$ cat src/rtl/otss_pkg.sv
package otss_pkg;

  // ***************************************************
  // register map
  // ***************************************************
  localparam logic [3:0] ADDR_CTRL     = 4'h0;
  localparam logic [3:0] ADDR_COUPLED  = 4'h1;
  localparam logic [3:0] ADDR_COM_OFF  = 4'h2;
  localparam logic [3:0] ADDR_MAX_OFF  = 4'h3;
  localparam logic [3:0] ADDR_STATUS   = 4'h4;
  localparam logic [3:0] ADDR_CMD      = 4'h5;
  localparam logic [3:0] ADDR_ON_DLY0  = 4'h8;
  localparam logic [3:0] ADDR_OFF_DLY0 = 4'hc;

  localparam int CTRL_SYNC_BIT = 0;
  localparam int CMD_ON_BIT    = 0;
  localparam int CMD_OFF_BIT   = 1;

  // ***************************************************
  // timing
  // ***************************************************
  localparam int CLK_HZ       = 100_000_000;
  localparam int TICK_US      = 1000;
  localparam int TICK_CYCLES  = CLK_HZ / 1_000_000 * TICK_US;

  // ***************************************************
  // module kinds and intrinsic offsets in ms
  // ***************************************************
  typedef enum logic [1:0] {
    MOD_KIND_A = 2'h0,
    MOD_KIND_B = 2'h1,
    MOD_KIND_C = 2'h2,
    MOD_KIND_D = 2'h3
  } otss_kind_t;

  localparam logic [7:0] OFS_A_PLAIN    = 8'd32;
  localparam logic [7:0] OFS_A_RELAY    = 8'd58;
  localparam logic [7:0] OFS_B_PLAIN    = 8'd25;
  localparam logic [7:0] OFS_B_RELAY    = 8'd51;
  localparam logic [7:0] OFS_C_PLAIN    = 8'd18;
  localparam logic [7:0] OFS_C_RELAY    = 8'd44;
  localparam logic [7:0] OFS_D_PLAIN    = 8'd32;
  localparam logic [7:0] OFS_D_RELAY    = 8'd58;
  localparam logic [7:0] OFS_D_PLAIN_CP = 8'd23;
  localparam logic [7:0] OFS_D_RELAY_CP = 8'd45;

  typedef struct packed {
    otss_kind_t kind;
    logic       relay;
    logic       cur_prio;
  } otss_mod_t;

  typedef struct packed {
    logic [3:0]  addr;
    logic [31:0] wdata;
    logic        wr;
    logic        rd;
  } otss_bus_t;

endpackage

$ cat src/rtl/otss_chan.sv
`timescale 1ns/1ns
module otss_chan
  import otss_pkg::*;
#(
  parameter int DW = 16
) (
  input  wire logic          clock,
  input  wire logic          reset_n,
  input  wire logic          tick,
  input  wire logic          start_on,
  input  wire logic          start_off,
  input  wire logic [7:0]    intrinsic,
  input  wire logic [DW-1:0] on_delay,
  input  wire logic [DW-1:0] off_delay,
  output logic               out_on
);

  // ***************************************************
  // per-channel sequencer
  // ***************************************************
  typedef enum logic [3:0] {
    CH_IDLE  = 4'b0001,
    CH_INTR  = 4'b0010,
    CH_RISE  = 4'b0100,
    CH_FALL  = 4'b1000
  } otss_ch_state_t;

  otss_ch_state_t      state_reg, state_next;
  logic [DW-1:0]       cnt_reg, cnt_next;
  logic                on_reg, on_next;

  wire logic           cnt_zero = (cnt_reg == '0);

  always_comb begin
    state_next = state_reg;
    cnt_next   = cnt_reg;
    on_next    = on_reg;
    if (start_off) begin
      state_next = CH_FALL;
      cnt_next   = off_delay;
    end else if (start_on) begin
      state_next = CH_INTR;
      cnt_next   = {{(DW-8){1'b0}}, intrinsic};
    end else begin
      case (state_reg)
        CH_IDLE: ;
        CH_INTR: begin
          if (cnt_zero) begin
            state_next = CH_RISE;
            cnt_next   = on_delay;
          end else if (tick) begin
            cnt_next = cnt_reg - 1'b1;
          end
        end
        CH_RISE: begin
          if (cnt_zero) begin
            state_next = CH_IDLE;
            on_next    = 1'b1;
          end else if (tick) begin
            cnt_next = cnt_reg - 1'b1;
          end
        end
        CH_FALL: begin
          if (cnt_zero) begin
            state_next = CH_IDLE;
            on_next    = 1'b0;
          end else if (tick) begin
            cnt_next = cnt_reg - 1'b1;
          end
        end
        default: state_next = CH_IDLE;
      endcase
    end
  end

  always_ff @(posedge clock) begin
    if (!reset_n) begin
      state_reg <= CH_IDLE;
      cnt_reg   <= '0;
      on_reg    <= 1'b0;
    end else begin
      state_reg <= state_next;
      cnt_reg   <= cnt_next;
      on_reg    <= on_next;
    end
  end

  assign out_on = on_reg;

endmodule

$ cat src/rtl/otss_top.sv
`timescale 1ns/1ns
module otss_top
  import otss_pkg::*;
#(
  parameter int NCH         = 4,
  parameter int DW          = 16,
  parameter int TICK_CYC    = TICK_CYCLES
) (
  input  wire logic                clock,
  input  wire logic                reset_n,
  input  wire logic [3:0]          addr,
  input  wire logic [31:0]         wdata,
  input  wire logic                wr,
  input  wire logic                rd,
  output logic [31:0]              rdata,
  input  wire otss_pkg::otss_mod_t module_info [NCH],
  input  wire logic                panel_on,
  input  wire logic                panel_off,
  output logic [NCH-1:0]           out_on
);

  // ***************************************************
  // bus capture
  // ***************************************************
  otss_bus_t bus;
  assign bus = '{addr: addr, wdata: wdata, wr: wr, rd: rd};

  logic             sync_en_reg;
  logic [NCH-1:0]   coupled_reg;
  logic [DW-1:0]    com_off_reg;
  logic [DW-1:0]    on_dly_reg  [NCH];
  logic [DW-1:0]    off_dly_reg [NCH];
  logic [31:0]      rdata_reg, rdata_next;

  wire logic wr_ctrl    = bus.wr && bus.addr == ADDR_CTRL;
  wire logic wr_coupled = bus.wr && bus.addr == ADDR_COUPLED;
  wire logic wr_com     = bus.wr && bus.addr == ADDR_COM_OFF;
  wire logic wr_cmd     = bus.wr && bus.addr == ADDR_CMD;
  wire logic cmd_on     = wr_cmd && bus.wdata[CMD_ON_BIT];
  wire logic cmd_off    = wr_cmd && bus.wdata[CMD_OFF_BIT];

  // ***************************************************
  // front panel keys, asynchronous pins
  // ***************************************************
  logic [1:0] key_s1_reg, key_s2_reg, key_s3_reg;

  always_ff @(posedge clock) begin
    if (!reset_n) begin
      key_s1_reg <= 2'h0;
      key_s2_reg <= 2'h0;
      key_s3_reg <= 2'h0;
    end else begin
      key_s1_reg <= {panel_off, panel_on};
      key_s2_reg <= key_s1_reg;
      key_s3_reg <= key_s2_reg;
    end
  end

  wire logic key_on  = key_s2_reg[0] && !key_s3_reg[0];
  wire logic key_off = key_s2_reg[1] && !key_s3_reg[1];

  // off wins when both arrive together, safer for the load
  wire logic ev_off = cmd_off || key_off;
  wire logic ev_on  = (cmd_on || key_on) && !ev_off;

  // ***************************************************
  // intrinsic offsets per channel
  // ***************************************************
  logic [7:0] intr [NCH];
  logic [7:0] max_intr [NCH+1];
  assign max_intr[0] = 8'h00;

  genvar g;
  generate
    for (g = 0; g < NCH; g++) begin : g_intr
      always_comb begin
        case (module_info[g].kind)
          MOD_KIND_A: intr[g] = module_info[g].relay ? OFS_A_RELAY : OFS_A_PLAIN;
          MOD_KIND_B: intr[g] = module_info[g].relay ? OFS_B_RELAY : OFS_B_PLAIN;
          MOD_KIND_C: intr[g] = module_info[g].relay ? OFS_C_RELAY : OFS_C_PLAIN;
          MOD_KIND_D: begin
            if (module_info[g].cur_prio) begin
              intr[g] = module_info[g].relay ? OFS_D_RELAY_CP : OFS_D_PLAIN_CP;
            end else begin
              intr[g] = module_info[g].relay ? OFS_D_RELAY : OFS_D_PLAIN;
            end
          end
          default: intr[g] = OFS_A_RELAY;
        endcase
      end
      assign max_intr[g+1] = (intr[g] > max_intr[g]) ? intr[g] : max_intr[g];
    end
  endgenerate

  // ***************************************************
  // ms tick divider and shared offset counter
  // ***************************************************
  logic [31:0]   div_reg;
  logic          tick_reg;
  logic [DW-1:0] shared_cnt_reg;
  logic          shared_busy_reg;

  wire logic div_end = (div_reg == 32'(TICK_CYC - 1));
  wire logic shared_done = shared_busy_reg && shared_cnt_reg == '0;
  wire logic synced = sync_en_reg;

  always_ff @(posedge clock) begin
    if (!reset_n) begin
      div_reg  <= 32'h0;
      tick_reg <= 1'b0;
    end else begin
      div_reg  <= div_end ? 32'h0 : div_reg + 32'h1;
      tick_reg <= div_end;
    end
  end

  always_ff @(posedge clock) begin
    if (!reset_n) begin
      shared_busy_reg <= 1'b0;
      shared_cnt_reg  <= '0;
    end else if (ev_off || !synced) begin
      shared_busy_reg <= 1'b0;
    end else if (ev_on) begin
      shared_busy_reg <= 1'b1;
      shared_cnt_reg  <= com_off_reg;
    end else if (shared_done) begin
      shared_busy_reg <= 1'b0;
    end else if (shared_busy_reg && tick_reg) begin
      shared_cnt_reg  <= shared_cnt_reg - 1'b1;
    end
  end

  // ***************************************************
  // channels
  // ***************************************************
  logic [NCH-1:0] ch_on;

  generate
    for (g = 0; g < NCH; g++) begin : g_ch
      // coupled channels skip intrinsic time while sync is enabled: common offset covers it
      wire logic in_sync  = synced && coupled_reg[g];
      wire logic st_on    = in_sync ? shared_done : ev_on;
      wire logic [7:0] iv = in_sync ? 8'h00 : intr[g];
      otss_chan #(.DW(DW)) u_chan (
        .clock     (clock),
        .reset_n   (reset_n),
        .tick      (tick_reg),
        .start_on  (st_on),
        .start_off (ev_off),
        .intrinsic (iv),
        .on_delay  (on_dly_reg[g]),
        .off_delay (off_dly_reg[g]),
        .out_on    (ch_on[g])
      );
    end
  endgenerate

  // ***************************************************
  // registers
  // ***************************************************
  always_ff @(posedge clock) begin
    if (!reset_n) begin
      sync_en_reg <= 1'b0;
      coupled_reg <= '0;
      com_off_reg <= '0;
    end else begin
      if (wr_ctrl) sync_en_reg <= bus.wdata[CTRL_SYNC_BIT];
      if (wr_coupled) coupled_reg <= bus.wdata[NCH-1:0];
      if (wr_com) com_off_reg <= bus.wdata[DW-1:0];
    end
  end

  generate
    for (g = 0; g < NCH; g++) begin : g_dly
      always_ff @(posedge clock) begin
        if (!reset_n) begin
          on_dly_reg[g]  <= '0;
          off_dly_reg[g] <= '0;
        end else begin
          if (bus.wr && bus.addr == ADDR_ON_DLY0 + 4'(g)) on_dly_reg[g] <= bus.wdata[DW-1:0];
          if (bus.wr && bus.addr == ADDR_OFF_DLY0 + 4'(g)) off_dly_reg[g] <= bus.wdata[DW-1:0];
        end
      end
    end
  endgenerate

  // ***************************************************
  // read mux
  // ***************************************************
  always_comb begin
    rdata_next = 32'h0;
    if (bus.rd) begin
      if (bus.addr == ADDR_CTRL) begin
        rdata_next[CTRL_SYNC_BIT] = sync_en_reg;
      end else if (bus.addr == ADDR_COUPLED) begin
        rdata_next[NCH-1:0] = coupled_reg;
      end else if (bus.addr == ADDR_COM_OFF) begin
        rdata_next[DW-1:0] = com_off_reg;
      end else if (bus.addr == ADDR_MAX_OFF) begin
        rdata_next[7:0] = max_intr[NCH];
      end else if (bus.addr == ADDR_STATUS) begin
        rdata_next[NCH-1:0] = ch_on;
      end
      for (int i = 0; i < NCH; i++) begin
        if (bus.addr == ADDR_ON_DLY0 + 4'(i)) rdata_next[DW-1:0] = on_dly_reg[i];
        if (bus.addr == ADDR_OFF_DLY0 + 4'(i)) rdata_next[DW-1:0] = off_dly_reg[i];
      end
    end
  end

  always_ff @(posedge clock) begin
    if (!reset_n) begin
      rdata_reg <= 32'h0;
      out_on    <= '0;
    end else begin
      rdata_reg <= rdata_next;
      out_on    <= ch_on;
    end
  end

  assign rdata = rdata_reg;

endmodule

$ cat config.mk
export PLATFORM = sky130hd
export DESIGN_NAME = otss_top
export DESIGN_NICKNAME = d
export VERILOG_FILES = /design/src/rtl/otss_pkg.sv /design/src/rtl/otss_chan.sv /design/src/rtl/otss_top.sv
export SDC_FILE = /design/constraint.sdc
export NUM_CORES = 1
export LEC_CHECK = 0
export ABC_AREA = 1
export BUFFER_PORTS_ARGS = -buffer_cell sky130_fd_sc_hd__buf_2
export CORE_AREA = 3 3 207 209
export CTS_CLUSTER_SIZE = 24
export DETAILED_ROUTE_END_ITERATION = 12
export DIE_AREA = 0 0 210 212
export GPL_ROUTABILITY_DRIVEN = 0
export GPL_TIMING_DRIVEN = 0
export PLACE_DENSITY = 0.64
export SLEW_MARGIN = 15
export SYNTH_ARGS = -nofsm -noshare
export SYNTH_HDL_FRONTEND = slang
export SYNTH_HIERARCHICAL = 1
export SYNTH_SLANG_ARGS = --single-unit
$ cat constraint.sdc
create_clock -name clock -period 6 [get_ports clock]
set_clock_uncertainty 0.1 [all_clocks]
set_input_delay 1.2 -clock clock [delete_from_list [all_inputs] [get_ports clock]]
set_output_delay 1.2 -clock clock [all_outputs]
set_load 0.01 [all_outputs]
==> reports/qor.txt, run 1 <==
number of global-route vias before repair: 16479
Slew @ Worst Pin: 1050 ps
nature of the critical path endpoint: flop
cell type with the highest aggregate area in the netlist: edfxtp_1
Seq cells post-synth: 309
ranking of synthesized cells by area: edfxtp_1, dfxtp_1, nand2_1, nor2_1, inv_1
Sw Share: 0.313
pre-CTS WS: -937 ps
area of the die: 0.0445 mm2
minimum clock period after layout: 5880 ps
FMAX: 170 MHz
post-synth top area share: 0.209
Slew Viols, Final: 0
Synth top cells by count: nand2_1, nor2_1, inv_1
Placed Cells incl. Taps: 3208
number of synthesized flops with an enable pin: 128
CP Max Fanout: 8
syn_area_per_cell: 7.11 um2
CP max stage cell: ha_1
Core ar.: 0.0410 mm2
CTS tree: done
count leader, synth: nand2_1
layout cells sized above 1: 0.108
Final Hold Fails: 0
fin worst setup slack: 124 ps
Worst EP arrival: 6200 ps
internal power: 4.10 mW
drt total wl: 58400 um
Hold Worst Slack: 313 ps
Min-Delay Path Class: reg2reg
Post-Synthesis Cell Area: 0.0184 mm2
# rows: 74
I/O pin total: 94
total congestion overflow: 0
Gate Count Post-Synth: 2588
final non-filler cell area: 0.0209 mm2
Die X-Extent: 210 um
most frequent CP cell: nand2_1
area of the multi-input gates: 0.00932 mm2
Power Dens Cells: 286 mW/mm2
Max stage delay on crit path: 320 ps
DP Wirelength: 44400 um
leakage power: 9.08 nW
Worst Path Required: 6320 ps
Area Overhead vs Synth: 13.5%
Flop pwr share: 0.403
layout filler cell count: 4025
post-DR wirelength/cell: 17.8 um
max cap viols: 0
CTS max path bufs: 3
Layout Cells excl Fill: 3277
Design Power: 5.97 mW
Clock power frac: 0.386
crit-path leading delay family: simple AND/OR/NAND/NOR gates
Starting Density: 0.449
clk slew on worst S/H paths: 60 ps
Worst Setup Start Kind: input port
Tcrit/Tclk final: 0.979
register area share after synthesis: 0.406
FF/Latch Area: 0.00747 mm2
run status: complete, no violations
post-synth cell types: 56
Iter 0 DRT Violations: 1906
Net Sw Power: 1.86 mW
Gate power share: 0.211
Slew Limit Headroom: 0.301
Buffers on Ports: 59
DIE HEIGHT: 212 um
largest net degree at the start of global routing: 32
synth warn: 6
final setup violation count: 0
post-DR vias/cell: 5.50
global-route wire length before repair: 89500 um
root buf cell: clkbuf_16
worst skew pair latency: 560 ps
Total Nets Final: 2807
Post-DP Area: 0.0195 mm2
via count: 18033
Worst VDD drop: 0.000162 V
cts bufs inserted: 36
async set-reset flop share out of synthesis: 0
DRT antenna net count: 0
antenna violations before repair: 0
CP Class: in2reg
Ant. Diodes: 0
Top FF cell, synth: dfxtp_1
Buf+Inv Stages, Crit Path: 8
DRT Pass-1 Iters: 6
Clock Sinks: 309
H-tree depth: 2
GRT Util Overall: 0.255
# DRC: 0
stage by stage:
stage	utilization	setup TNS, ps
after CTS	0.507	0
after detailed placement	0.476	-5220
after floorplan	-	0
after global routing	0.509	-406
after global placement	0.474	-4010
final	0.509	0
area by class of cell:
cell class              instances  share of cell area
inverters                     343              0.0619
flip-flops and latches        309               0.358
multi-input cells            1867               0.446
clock buffers                  49              0.0460
repair buffers                 67              0.0179
plain buffers                  93              0.0252
well taps                     532              0.0319
clock inverters                17              0.0130
layer usage:
layer,GRT usage,vias to the layer above,share of wire
li1,-,8768,-
met2,0.402,764,0.44
met4,0.0902,0,0.037
met3,0.0437,115,0.088
met5,0,-,0
met1,0.356,8386,0.44
worst paths after layout:
path / from / end / slack, ps / depth (start not counted)
max: module_info[13] / rdata[5] / 120 / 41
min: key_s1_reg[1] / key_s2_reg[1] / 310 / 2
min reg2reg: key_s1_reg[1] / key_s2_reg[1] / 310 / 2
max reg2reg: key_s3_reg[1] / g_ch[0].u_chan/cnt_reg[13] / 2780 / 15
layout by cell type (no fill, tap or decap), drive strengths merged, types with 2 or more instances in the layout:
cell type,netlist,layout
o21ai,196,196
nand3b,3,3
a21oi,220,220
conb,1,24
bufinv,0,6
a41oi,9,9
nor3b,10,10
o21bai,2,2
clkbuf,46,95
o21a,2,2
nor2,443,443
nor3,28,28
ha,32,32
nor4,12,12
nand4,69,69
a211oi,8,8
edfxtp,128,128
clkinv,8,18
a31oi,13,13
xnor2,3,3
nand2,530,531
inv,335,336
o211ai,14,14
buf,47,114
and3,13,13
dfxtp,181,181
or2,21,21
xor2,29,29
nand3,177,177
o31ai,3,3
worst register-to-register path: stages, from the launching register on:
cell      delay [ps]
dfxtp_1          300
inv_1             40
nand2_1           70
o21a_1           160
nand2_4          120
inv_1            120
clkbuf_1         400
nand2_1          150
o21ai_0          140
nor2_1           460
nand2_1          210
o21ai_4          410
inv_4            100
buf_6            160
o21ai_1          120
a21oi_1           50
power groups by stage:
| stage | logic (mW) | registers [mW] | clock network (mW) |
|---|---|---|---|
| 6_report | 1.26 | 2.40 | 2.30 |
| 2_1_floorplan | 0.866 | 2.41 | 0 |
| 4_1_cts | 1.20 | 2.40 | 2.33 |
| 5_1_grt | 1.40 | 2.41 | 2.42 |
| 3_5_place_dp | 1.19 | 2.44 | 0 |
| 3_3_place_gp | 1.17 | 2.44 | 0 |
cells by family (layout without fill, tap and decap cells):
family / Yosys count / count (layout) / synth area share
and+or+nand+nor: 1306 / 1307 / 0.319
AOI/OAI and AO/OA: 472 / 472 / 0.139
buffers and inverters: 436 / 569 / 0.0989
DFF: 309 / 309 / 0.406
adders and majority gates: 32 / 32 / 0.0218
xor gates and xnor gates: 32 / 32 / 0.0152
other: 1 / 24 / 0.000204
what timing repair did:
item	4_1_cts	5_1_grt
buffers inserted	0	2
cloned	0	1
hold buffers	0	0
setup endpoints to repair	6	6
resized for setup	6	23
hold endpoints to repair	0	0
pin swaps	0	5
Note: power is estimated with default switching activity, not from simulation.
==> run 2, diff against run 1 <==
--- a/config.mk
+++ b/config.mk
@@ -6,14 +6,14 @@
 export NUM_CORES = 1
 export LEC_CHECK = 0
 export ABC_AREA = 1
-export BUFFER_PORTS_ARGS = -buffer_cell sky130_fd_sc_hd__buf_2
 export CORE_AREA = 3 3 207 209
 export CTS_CLUSTER_SIZE = 24
 export DETAILED_ROUTE_END_ITERATION = 12
 export DIE_AREA = 0 0 210 212
+export DONT_BUFFER_PORTS = 1
 export GPL_ROUTABILITY_DRIVEN = 0
 export GPL_TIMING_DRIVEN = 0
-export PLACE_DENSITY = 0.64
+export PLACE_DENSITY = 0.62
 export SLEW_MARGIN = 15
 export SYNTH_ARGS = -nofsm -noshare
 export SYNTH_HDL_FRONTEND = slang
==> reports/qor.txt, run 2 (synthesis results as in run 1) <==
run status: complete, no violations
reg-to-reg startpoint: shared_cnt_reg[10]
Worst VDD drop: 0.000204 V (+26%)
layout filler cell count: 4056 (+0.77%)
post-DR vias/cell: 5.51 (+0.14%)
FMAX: 176 MHz (+3.4%)
Tcrit/Tclk final: 0.947 (-0.0323)
Final Hold Fails: 0 (unchanged)
Buffers on Ports: 0 (-100%)
Net Sw Power: 1.89 mW (+1.2%)
CTS tree: done
FF/Latch Area: 0.00747 mm2 (unchanged)
GRT Util Overall: 0.264 (+0.00841)
Min-Delay Path Class: reg2reg
CP Max Fanout: 8 (unchanged)
Max stage delay on crit path: 530 ps (+210 ps)
setup TNS: 0 ps (unchanged)
minimum clock period after layout: 5680 ps (-194 ps)
area of the multi-input gates: 0.00933 mm2 (about the same)
largest net degree at the start of global routing: 32 (unchanged)
clk slew on worst S/H paths: 60 ps (about the same)
Slew Viols, Final: 0 (unchanged)
Total Nets Final: 2752 (-2.0%)
most frequent CP cell: nand2_1
Die X-Extent: 210 um (unchanged)
nature of the critical path endpoint: flop
CP max stage cell: a22oi_1
Worst EP arrival: 6030 ps (-170 ps)
Flop pwr share: 0.399 (-0.004)
cts bufs inserted: 38 (+5.6%)
post-DR wirelength/cell: 18.6 um (+4.3%)
Sw Share: 0.313 (+0.000368)
CP Class: in2reg
CP startpoint: module_info[13]
# DRC: 0 (unchanged)
number of global-route vias before repair: 16471 (-0.049%)
Slew Limit Headroom: 0.295 (-0.00577)
worst skew pair latency: 570 ps (about the same)
total congestion overflow: 0 (unchanged)
final setup violation count: 0 (unchanged)
Buf+Inv Stages, Crit Path: 5 (-3)
DRT Pass-1 Iters: 6 (unchanged)
Hold-fix buffers, CTS: 0 (unchanged)
DP Wirelength: 45500 um (+2.5%)
Core ar.: 0.0410 mm2 (unchanged)
commonest non-fill, non-tap cell in the layout: nand2_1
area of the die: 0.0445 mm2 (unchanged)
CTS max path bufs: 3 (unchanged)
Clock Sinks: 309 (unchanged)
H-tree depth: 2 (unchanged)
Area Overhead vs Synth: 12.3%
drt total wl: 59900 um (+2.5%)
DRT antenna net count: 0 (unchanged)
most frequent cells in the layout: nand2_1, nor2_1, inv_1
max cap viols: 0 (unchanged)
Worst Path Required: 6350 ps (+30 ps)
hold path start: key_s1_reg[1]
Power Dens Cells: 292 mW/mm2 (+2.1%)
DIE HEIGHT: 212 um (unchanged)
root buf cell: clkbuf_16
leakage power: 8.87 nW (-2.4%)
I/O pin total: 94 (unchanged)
via count: 17761 (-1.5%)
internal power: 4.14 mW (+0.99%)
# rows: 74 (unchanged)
Starting Density: 0.449 (unchanged)
Clock power frac: 0.396 (+0.010)
global-route wire length before repair: 91700 um (+2.4%)
Slew @ Worst Pin: 1060 ps (+7.21 ps)
antenna violations before repair: 3 (+3)
Gate power share: 0.205 (-0.006)
pre-CTS WS: -794 ps (+144 ps)
Iter 0 DRT Violations: 1903 (-0.16%)
Worst Setup Start Kind: input port
layout cells sized above 1: 0.0941 (-0.0141)
crit-path leading delay family: simple AND/OR/NAND/NOR gates
fin worst setup slack: 318 ps (+194 ps)
-- run 2: cell count changes in the layout (fill, tap and decap cells not counted), sizes merged --
cell / before / now
bufinv: 6 / 4
nand2: 531 / 532
buf: 114 / 56
diode: 0 / 1
inv: 336 / 337
clkinvlp: 0 / 3
-- run 2: what timing repair did --
item                                   in CTS  in global routing
cloned                                      0                  2
setup buffers                               0                  4
resized for setup                           5                 26
endpoints found under the hold margin       0                  0
setup endpoints to repair                   6                  6
pin swaps                                   0                  6
-- run 2: power groups by stage --
stage	logic (mW)	registers (mW)	clock network, mW
after floorplan	0.866	2.41	0
after global routing	1.38	2.42	2.51
after detailed placement	1.17	2.45	0
after CTS	1.18	2.40	2.43
after global placement	1.14	2.45	0
final	1.23	2.41	2.39
-- run 2: path summary, 6_finish.rpt --
check	endpoint	slack, ps	cells past startpoint
setup reg to reg	g_ch[2].u_chan/cnt_reg[13]	2730	12
hold reg to reg	key_s2_reg[1]	310	2
setup / recovery	rdata[2]	320	36
hold / removal	key_s2_reg[1]	310	2
-- run 2: worst min-delay path: cells and delay by family (launching register included) --
| family | cells | cell delay, ps |
|---|---|---|
| buf+inv | 1 | 40 |
| simple gates | 1 | 40 |
| flops | 1 | 300 |
-- run 2: final cells by class --
class / count / area share
multi-input combinational: 1868 / 0.452
sequential: 309 / 0.361
inverter: 343 / 0.0627
clock buffer: 49 / 0.0521
tap: 532 / 0.0322
buffer: 93 / 0.0255
clock inverter: 19 / 0.0102
timing repair buffer: 9 / 0.00418
antenna: 1 / 0.000121
-- run 2: stage by stage --
stage | area [um2] | hold WS [ps] | instances | util | total power, mW
3_5_place_dp | 19200 | 299 | 3148 | 0.469 | 3.61
3_3_place_gp | 19200 | 296 | 3143 | 0.467 | 3.59
2_1_floorplan | 18500 | 290 | 2611 | - | 3.28
5_1_grt | 20700 | 342 | 3222 | 0.504 | 6.30
6_report | 20700 | 308 | 3223 | 0.504 | 6.03
4_1_cts | 20500 | 311 | 3216 | 0.501 | 6.01
-- run 2: layer usage --
layer	GRT usage	share of wire	vias to the layer above
met2	0.412	0.44	723
met4	0.0846	0.029	0
met5	0	0	-
met1	0.365	0.43	8276
li1	-	-	8653
met3	0.0589	0.097	109
